$ cat src/vcc_pkg.sv
// constants for the video channel control register bank
package vcc_pkg;
    localparam int VCC_ADDR_W = 12;
    localparam logic [11:0] VCC_CHANNEL2_CONTROL_OFS = 12'h000;
    localparam logic [11:0] VCC_CHANNEL3_CONTROL_OFS = 12'h004;
    localparam int VCC_BIT_ACTIVE = 0;
    localparam int VCC_BIT_CLKGATE = 1;
    localparam int VCC_BIT_BLANK_CLIP = 14;
    localparam int VCC_BIT_EDGE_SEL = 31;
    localparam logic [31:0] VCC_CH2_RW_MASK = 32'h0000_0003;
    localparam logic [31:0] VCC_CH3_RW_MASK = 32'h8000_4003;
    localparam logic [31:0] VCC_CTRL_RESET = 32'h0000_0000;
    localparam int VCC_CH2_SHADOW_W = 1;
    localparam int VCC_CH3_SHADOW_W = 3;
    typedef enum logic [1:0] {
        VCC_REG_CH2 = 2'h0,
        VCC_REG_CH3 = 2'h1,
        VCC_REG_NONE = 2'h3
    } vcc_reg_t;
endpackage

$ cat src/vcc_shadow.sv
// frame-boundary shadow copy of channel settings
`timescale 1ns/10ps
module vcc_shadow #(
    parameter int W = 1
) (
    // clock and reset
    input wire logic clk_sys,
    input wire logic rst_n,
    // load strobe and value
    input wire logic load,
    input wire logic [W-1:0] dIn,
    output logic [W-1:0] qOut
);
    logic [W-1:0] shadow_d;

    // a zero-width shadow would leave the outputs undriven
    if (W < 1) begin : g_widthCheck
        $error("vcc_shadow: width must be at least 1");
    end

    always_comb begin
        shadow_d = load ? dIn : qOut;
    end

    always_ff @(posedge clk_sys or negedge rst_n) begin
        if (!rst_n) begin
            qOut <= '0;
        end else begin
            qOut <= shadow_d;
        end
    end
endmodule

$ cat src/vcc_regs.sv
// apb register bank for video channel 2 and 3 control
//
// What this block does
// - channel 2 clock gate bit: 0 stops the channel 2 clock, 1 runs it.
// - channel 2 clock gate takes effect at the write, not at vsync.
// - channel 2 data and clock output enables follow clock gate directly.
// - channel 2 is active when its enable bit is 1, disabled at 0.
// - channel 3 bit 31 picks input data edge: 0 rising, 1 falling.
// - edge select is only exported; edge handling lives outside this block.
// - channel 3 bit 14 at 0 disables blanking-region clipping.
// - channel 3 bit 14 at 1 enables blanking-region clipping.
//
// Our own choices: the register addresses and the APB interface to the registers.
`timescale 1ns/10ps
module vcc_regs
    import vcc_pkg::*;
(
    // clock and reset
    input wire logic clk_sys,
    input wire logic rst_n,
    // apb slave
    input wire logic psel,
    input wire logic penable,
    input wire logic pwrite,
    input wire logic [VCC_ADDR_W-1:0] paddr,
    input wire logic [31:0] pwdata,
    output logic [31:0] prdata,
    output logic pready,
    output logic pslverr,
    // frame boundaries from the channel datapaths
    input wire logic ch2Vsync,
    input wire logic ch3Vsync,
    // channel 2 controls
    output logic chan2ClockGate,
    output logic chan2Active,
    output logic chan2DataOutputEnableN,
    output logic chan2ClockOutputEnableN,
    // channel 3 controls
    output logic chan3ClockGate,
    output logic chan3Active,
    output logic chan3DataOutputEnableN,
    output logic chan3ClockOutputEnableN,
    output logic chan3InputEdgeSelect,
    output logic chan3BlankingClip
);
    function automatic vcc_reg_t regIndex(input logic [VCC_ADDR_W-1:0] a);
        if (a == VCC_CHANNEL2_CONTROL_OFS) begin
            return VCC_REG_CH2;
        end else if (a == VCC_CHANNEL3_CONTROL_OFS) begin
            return VCC_REG_CH3;
        end else begin
            return VCC_REG_NONE;
        end
    endfunction

    logic [31:0] ch2Ctrl_q, ch2Ctrl_d, ch3Ctrl_q, ch3Ctrl_d;
    logic [31:0] prdata_d;
    logic pready_d, pslverr_d;
    logic ch2Gate_d, ch3Gate_d;
    logic setup, wrAccess, load2, load3;
    vcc_reg_t sel;
    logic [VCC_CH2_SHADOW_W-1:0] sh2;
    logic [VCC_CH3_SHADOW_W-1:0] sh3;

    assign setup = psel && !penable;
    assign wrAccess = psel && penable && pready && pwrite;
    assign sel = regIndex(paddr);

    // bus and register state
    always_comb begin
        ch2Ctrl_d = ch2Ctrl_q;
        ch3Ctrl_d = ch3Ctrl_q;
        prdata_d = prdata;
        pslverr_d = 1'b0;
        pready_d = setup;
        if (setup) begin
            prdata_d = 32'h0000_0000;
            if (sel == VCC_REG_CH2) begin
                prdata_d = ch2Ctrl_q;
            end else if (sel == VCC_REG_CH3) begin
                prdata_d = ch3Ctrl_q;
            end else begin
                pslverr_d = 1'b1;
            end
        end
        // reserved bits never store, so they read back as zero
        if (wrAccess && !pslverr) begin
            if (sel == VCC_REG_CH2) begin
                ch2Ctrl_d = pwdata & VCC_CH2_RW_MASK;
            end else if (sel == VCC_REG_CH3) begin
                ch3Ctrl_d = pwdata & VCC_CH3_RW_MASK;
            end
        end
        // clock gates bypass the shadow so they act at the write itself
        ch2Gate_d = ch2Ctrl_d[VCC_BIT_CLKGATE];
        ch3Gate_d = ch3Ctrl_d[VCC_BIT_CLKGATE];
    end

    always_ff @(posedge clk_sys or negedge rst_n) begin
        if (!rst_n) begin
            ch2Ctrl_q <= VCC_CTRL_RESET;
            ch3Ctrl_q <= VCC_CTRL_RESET;
            prdata <= 32'h0000_0000;
            pready <= 1'b0;
            pslverr <= 1'b0;
            chan2ClockGate <= 1'b0;
            chan3ClockGate <= 1'b0;
            chan2DataOutputEnableN <= 1'b1;
            chan2ClockOutputEnableN <= 1'b1;
            chan3DataOutputEnableN <= 1'b1;
            chan3ClockOutputEnableN <= 1'b1;
        end else begin
            ch2Ctrl_q <= ch2Ctrl_d;
            ch3Ctrl_q <= ch3Ctrl_d;
            prdata <= prdata_d;
            pready <= pready_d;
            pslverr <= pslverr_d;
            chan2ClockGate <= ch2Gate_d;
            chan3ClockGate <= ch3Gate_d;
            chan2DataOutputEnableN <= !ch2Gate_d;
            chan2ClockOutputEnableN <= !ch2Gate_d;
            chan3DataOutputEnableN <= !ch3Gate_d;
            chan3ClockOutputEnableN <= !ch3Gate_d;
        end
    end

    // an idle channel has no vsync, so its shadow follows the register freely
    assign load2 = ch2Vsync || !sh2[0];
    assign load3 = ch3Vsync || !sh3[0];

    vcc_shadow #(.W(VCC_CH2_SHADOW_W)) u_shadow2 (
        .clk_sys(clk_sys),
        .rst_n(rst_n),
        .load(load2),
        .dIn(ch2Ctrl_q[VCC_BIT_ACTIVE]),
        .qOut(sh2)
    );

    vcc_shadow #(.W(VCC_CH3_SHADOW_W)) u_shadow3 (
        .clk_sys(clk_sys),
        .rst_n(rst_n),
        .load(load3),
        .dIn({ch3Ctrl_q[VCC_BIT_EDGE_SEL], ch3Ctrl_q[VCC_BIT_BLANK_CLIP],
              ch3Ctrl_q[VCC_BIT_ACTIVE]}),
        .qOut(sh3)
    );

    assign chan2Active = sh2[0];
    assign chan3Active = sh3[0];
    assign chan3InputEdgeSelect = sh3[2];
    assign chan3BlankingClip = sh3[1];
endmodule

$ cat config.mk
export PLATFORM = sky130hd
export DESIGN_NAME = vcc_regs
export DESIGN_NICKNAME = d
export VERILOG_FILES = /design/src/vcc_pkg.sv /design/src/vcc_shadow.sv /design/src/vcc_regs.sv
export SDC_FILE = /design/constraint.sdc
export NUM_CORES = 1
export LEC_CHECK = 0
export BUFFER_PORTS_ARGS = -buffer_cell sky130_fd_sc_hd__buf_4
export CAP_MARGIN = 10
export CORE_MARGIN = 2
export CORE_UTILIZATION = 39
export CTS_BUF_LIST = sky130_fd_sc_hd__clkbuf_8 sky130_fd_sc_hd__clkbuf_16
export DETAILED_ROUTE_END_ITERATION = 10
export PLACE_DENSITY_LB_ADDON = 0.25
export SYNTH_ARGS = -nofsm -noshare
export SYNTH_HDL_FRONTEND = slang
export SYNTH_SLANG_ARGS = --single-unit
$ cat constraint.sdc
create_clock -name clk_sys -period 4.2 [get_ports clk_sys]
set_input_delay 0.42 -clock clk_sys [delete_from_list [all_inputs] [get_ports clk_sys]]
set_output_delay 0.42 -clock clk_sys [all_outputs]
set_load 0.05 [all_outputs]
# Yosys cells after proc, flatten, opt, wreduce, memory -nomap -nowiden

Cells that the tools add are included.

Eq/ne operators: 2
Multiplexer cells: 12
Bitwise operators: 1
Reductions and logical operators: 17

Operators by type and width:

| operator            | number |
|---|---|
| $mux 32             | 2 |
| $mux 2              | 7 |
| $eq 12x3->1 const B | 1 |
| $logic_not 12->1    | 1 |
| $logic_not 1->1     | 6 |
| $logic_and 1x1->1   | 5 |
| $mux 1              | 3 |
| $reduce_and 3->1    | 1 |
| $eq 2x1->1 const B  | 1 |
| $logic_not 2->1     | 1 |
| $logic_or 1x1->1    | 2 |
| $reduce_and 2->1    | 1 |
| $not 1->1           | 1 |

Bits in registers: 46
Output and inout port bits: 44

# Longest topological paths before layout

Depth after elaboration: 8
Depth in mapped cells: 5
Mapped depth without buffers: 4

# Cells and area by module

Synthesis repeated with hierarchy kept, for this count alone.

Cell total of the unflattened synthesis: 87
Area total of the unflattened synthesis: 1,013.5 µm²

By module, submodules not included:

| module                  | instances | cells each | area each (µm²) | sequential area each (µm²) |
|---|---|---|---|---|
| vcc_regs                | 1         | 79         | 864.6           | 352.8 |
| vcc_shadow at u_shadow3 | 1         | 6          | 108.9           | 75.1 |
| vcc_shadow at u_shadow2 | 1         | 2          | 40.0            | 25.0 |

# Least setup slack after synthesis

OpenSTA, ideal clock, no wires.

Path kind: input to register
From: input port paddr[7]
To: register ch2Ctrl_q[0]
Library setup time: 0.125 ns
Data arrival time: 1.778 ns
Slack: 2.297 ns
Cell stages on the path: 4
Path buffers: 0
Path through: nor4_2 -> nand3_2 -> or4_4 -> mux2_4

Word-level cells in the longest chain between the ends: 5
Elaborated cells on any way between the ends: 6
Classes of those cells: eq/ne: 1; mux: 2; reduce/logical: 3

RTL lines:

| element                               | RTL line        | source |
|---|---|---|
| start: declaration                    | vcc_regs.sv:25  | `input wire logic [VCC_ADDR_W-1:0] paddr,` |
| $eq 12x3->1                           | vcc_regs.sv:49  | `end else if (a == VCC_CHANNEL3_CONTROL_OFS) begin` |
| $mux 2                                | vcc_regs.sv:49  |  |
| $mux 2 (*)                            | vcc_regs.sv:47  | `if (a == VCC_CHANNEL2_CONTROL_OFS) begin` |
| $logic_not 2->1 (*)                   | vcc_regs.sv:88  | `if (sel == VCC_REG_CH2) begin` |
| $reduce_and 2->1 (no source line) (*) | -               |  |
| end signal: assignment                | vcc_regs.sv:113 | `ch2Ctrl_q <= ch2Ctrl_d;` |
| end: declaration                      | vcc_regs.sv:56  | `logic [31:0] ch2Ctrl_q, ch2Ctrl_d, ch3Ctrl_q, ch3Ctrl_d;` |

Every way passes the cells marked *; elsewhere a longest branch is shown, timed or not.
A chain may end at the register's enable or synchronous reset.

# Final worst setup path

From: input port paddr[7]
To: register ch2Ctrl_q[1]

Word-level cells in the longest chain between the ends: 6
Elaborated cells on any way between the ends: 7
Classes of those cells: eq/ne: 1; mux: 4; reduce/logical: 2

RTL lines:

| element             | RTL line       | source |
|---|---|---|
| $eq 12x3->1         | vcc_regs.sv:49 |  |
| $mux 2              | vcc_regs.sv:49 |  |
| $mux 2 (*)          | vcc_regs.sv:47 |  |
| $logic_not 2->1 (*) | vcc_regs.sv:88 |  |
| $mux 2 (*)          | vcc_regs.sv:88 |  |
| $mux 2 (*)          | vcc_regs.sv:87 | `if (wrAccess && !pslverr) begin` |
| via ch2Ctrl_d[1]    | vcc_regs.sv:56 |  |

Mark *: on every way through the listed nets, which the timed path passes. The rest lies on a longest branch.

==> flow_summary.yaml <==
timing:
  finalSetupViolCount: 0
  hold_viol: 0
  rsz0062_at_grt: "false"
  fin_skew_ns: 0.00231
  post-route-min-period_ns: 1.85
  maxSlewViolCount: 0
  layout_setup_ws_ns: 2.35
  fin_crit_sh_pct: 44.1
  holdWs_ns: 0.0220
  tns_ns: 0
  max_freq_mhz: 540
yosys:
  syn_inst: 87
  syn_area_per_cell_um2: 11.5
  synth.ff_latch_count: 18
  ys_types: 23
  yosysWarnings: 0
  netlist_area_um2: 998
  synth.yosys.seq_area_share_pct: 45.4
routing:
  drc_errors: 0
  firstDrtPassIters: 4
  vias: 659
  finalWirelength_um: 1660
  wl_per_cell_um: 10.7
  ant_nets: 0
  drtIter0Drc: 2
  via_per_inst: 4.25
floorplanning:
  die_area_mm2: 0.00298
  initial_core_util_pct: 40.7
  core_area_mm2: 0.00245
  rows: 18
  die_x_um: 54.6
  pin_count: 95
  die_h_um: 54.6
final_layout:
  drive_gt1_share_pct: 46.4
  stdcell_area_mm2: 0.00125
  layout_commonest_cell: "buf_4"
  n_antenna_cell: 0
  layout.nets: 177
  most-common-layout-cells: "buf_4, conb_1, dfrtp_1"
  fillers: 245
  synthToLayoutAreaGrowth_pct: 25.1
clock_tree:
  cts_sinks: 18
  cts_buffer_depth: 2
  cts_resized: 0
  clk_latency_ns: 0.25
  root_buffer: "clkbuf_8"
  cts.clk_slew.worst_paths_ns: 0.07
  cts_buffers: 3
  post_cts_buffers: 0
  cts_hold_buffers: 0
  cts_tree: "done"
  htree_levels: 1
min_path:
  min_path_type: "in2async"
flow_run:
  drv_cap: 0
worst_setup_path:
  critPathBufInv: 1
  max_stage_delay_ns: 0.56
  cp.required_ns: 4.34
  crit_fanout: 4
  path_class: "in2reg"
  start_kind: "input port"
  cp_slowest_cell: "or4_4"
  crit_path_end_kind: "register"
  worst_ep_arrival_time_ns: 1.99
  critPathTopFamily: "simple AND/OR/NAND/NOR gates"
  worstPathCellList: "buf_4 -> nor4_2 -> nand3_2 -> or4_4 -> mux2_4"
pwr:
  ir_drop_uv: 354
  p_leak_nw: 0.679
  power.total_w: 0.000400
  power.density_mw_per_mm2: 320
place:
  place_ws_ns: 2.06
  place_congestion: 0.714
  post_dp_cell_area_mm2: 0.00119
  numPortBuffers: 38
  dp_hpwl_um: 1380
outcome:
  status: "finished, final reports clean"
global_routing:
  antenna_found_initial: 0
  grt_max_degree: 19
  grt_pass1_vias: 653
  grt_pass1_wl_um: 2760
  grt_overflow: 0
  grt_usage_pct: 13.0
-- sequential cells by signal, summed over array words and instances, names as in the netlist, named ones only --
register,flops
prdata,4
ch3Ctrl_q,3
u_shadow3.qOut,3
ch2Ctrl_q,2
chan2ClockOutputEnableN,1
chan3ClockOutputEnableN,1
pready,1
pslverr,1
u_shadow2.qOut,1
-- layout make-up --
| cell class | instances | area [um^2] | area share (%) |
|---|---|---|---|
| sequential | 18 | 453 | 36.3 |
| multi-input combinational | 63 | 410 | 32.9 |
| tap | 30 | 37.5 | 3.01 |
| timing repair buffer | 38 | 285 | 22.8 |
| inverter | 2 | 7.51 | 0.601 |
| clock buffer | 4 | 55.1 | 4.41 |
-- path summary, 6_finish.rpt --
kind | startpoint | cells after the start | slack [ns] | end
worst max register to register | pready | 3 | 2.74 | ch2Ctrl_q[1]
min in group clk_sys | pwdata[1] | 2 | 0.33 | chan2ClockOutputEnableN
worst max-delay path | paddr[7] | 5 | 2.35 | ch2Ctrl_q[1]
worst min register to register | register | 1 | 0.48 | chan3ClockOutputEnableN
max in group asynchronous | rst_n | 1 | 3.92 | chan2ClockOutputEnableN
worst min-delay path | rst_n | 1 | 0.02 | ch3Ctrl_q[31]
-- metal layers --
| metal | routed length (um) | vias to the layer above | global-route usage [%] |
|---|---|---|---|
| li1 | - | 311 | - |
| met4 | 0 | 0 | 2.50 |
| met1 | 658 | 313 | 14.5 |
| met3 | 137 | 0 | 4.64 |
| met5 | 0 | - | 0 |
| met2 | 858 | 35 | 23.6 |
-- power by group --
group | switching (W) | leakage [nW] | internal, W
clock | 0.0000562 | 0.0288 | 0.0000832
combinational | 0.0000689 | 0.407 | 0.0000162
sequential | 0.000000979 | 0.243 | 0.000174
total | 0.000126 | 0.679 | 0.000274
-- synth_stat cells, drive strengths merged --
master | n | area share [%]
or4 | 1 | 1.1
clkbuf | 1 | 0.38
nor3 | 1 | 0.50
buf | 30 | 23
dfrtp | 16 | 40
nand3 | 1 | 1.0
mux2i | 4 | 4.0
o21ai | 2 | 1.0
nor2b | 1 | 0.63
conb | 1 | 0.38
nand2b | 1 | 0.63
or2 | 1 | 0.63
a31oi | 1 | 0.63
nand4 | 2 | 1.3
nand2 | 6 | 2.3
o31ai | 2 | 1.5
a21o | 1 | 0.75
inv | 2 | 0.75
dfstp | 2 | 5.3
nor4 | 2 | 2.5
mux2 | 8 | 9.8
nor4b | 1 | 2.4
-- through the flow --
stage          util (%)  instances
2_1_floorplan         -        114
3_3_place_gp       48.6        151
4_1_cts            50.9        155
6_report           50.9        155
5_1_grt            50.9        155
3_5_place_dp       48.6        151
-- cell families after synthesis --
group | synth area share, %
and+or+nand+nor | 12.9
buffers and inverters | 23.7
DFF | 45.4
muxes | 13.8
AOI/OAI and AO/OA | 3.88
other | 0.376
(Power assumes the default switching activity.)
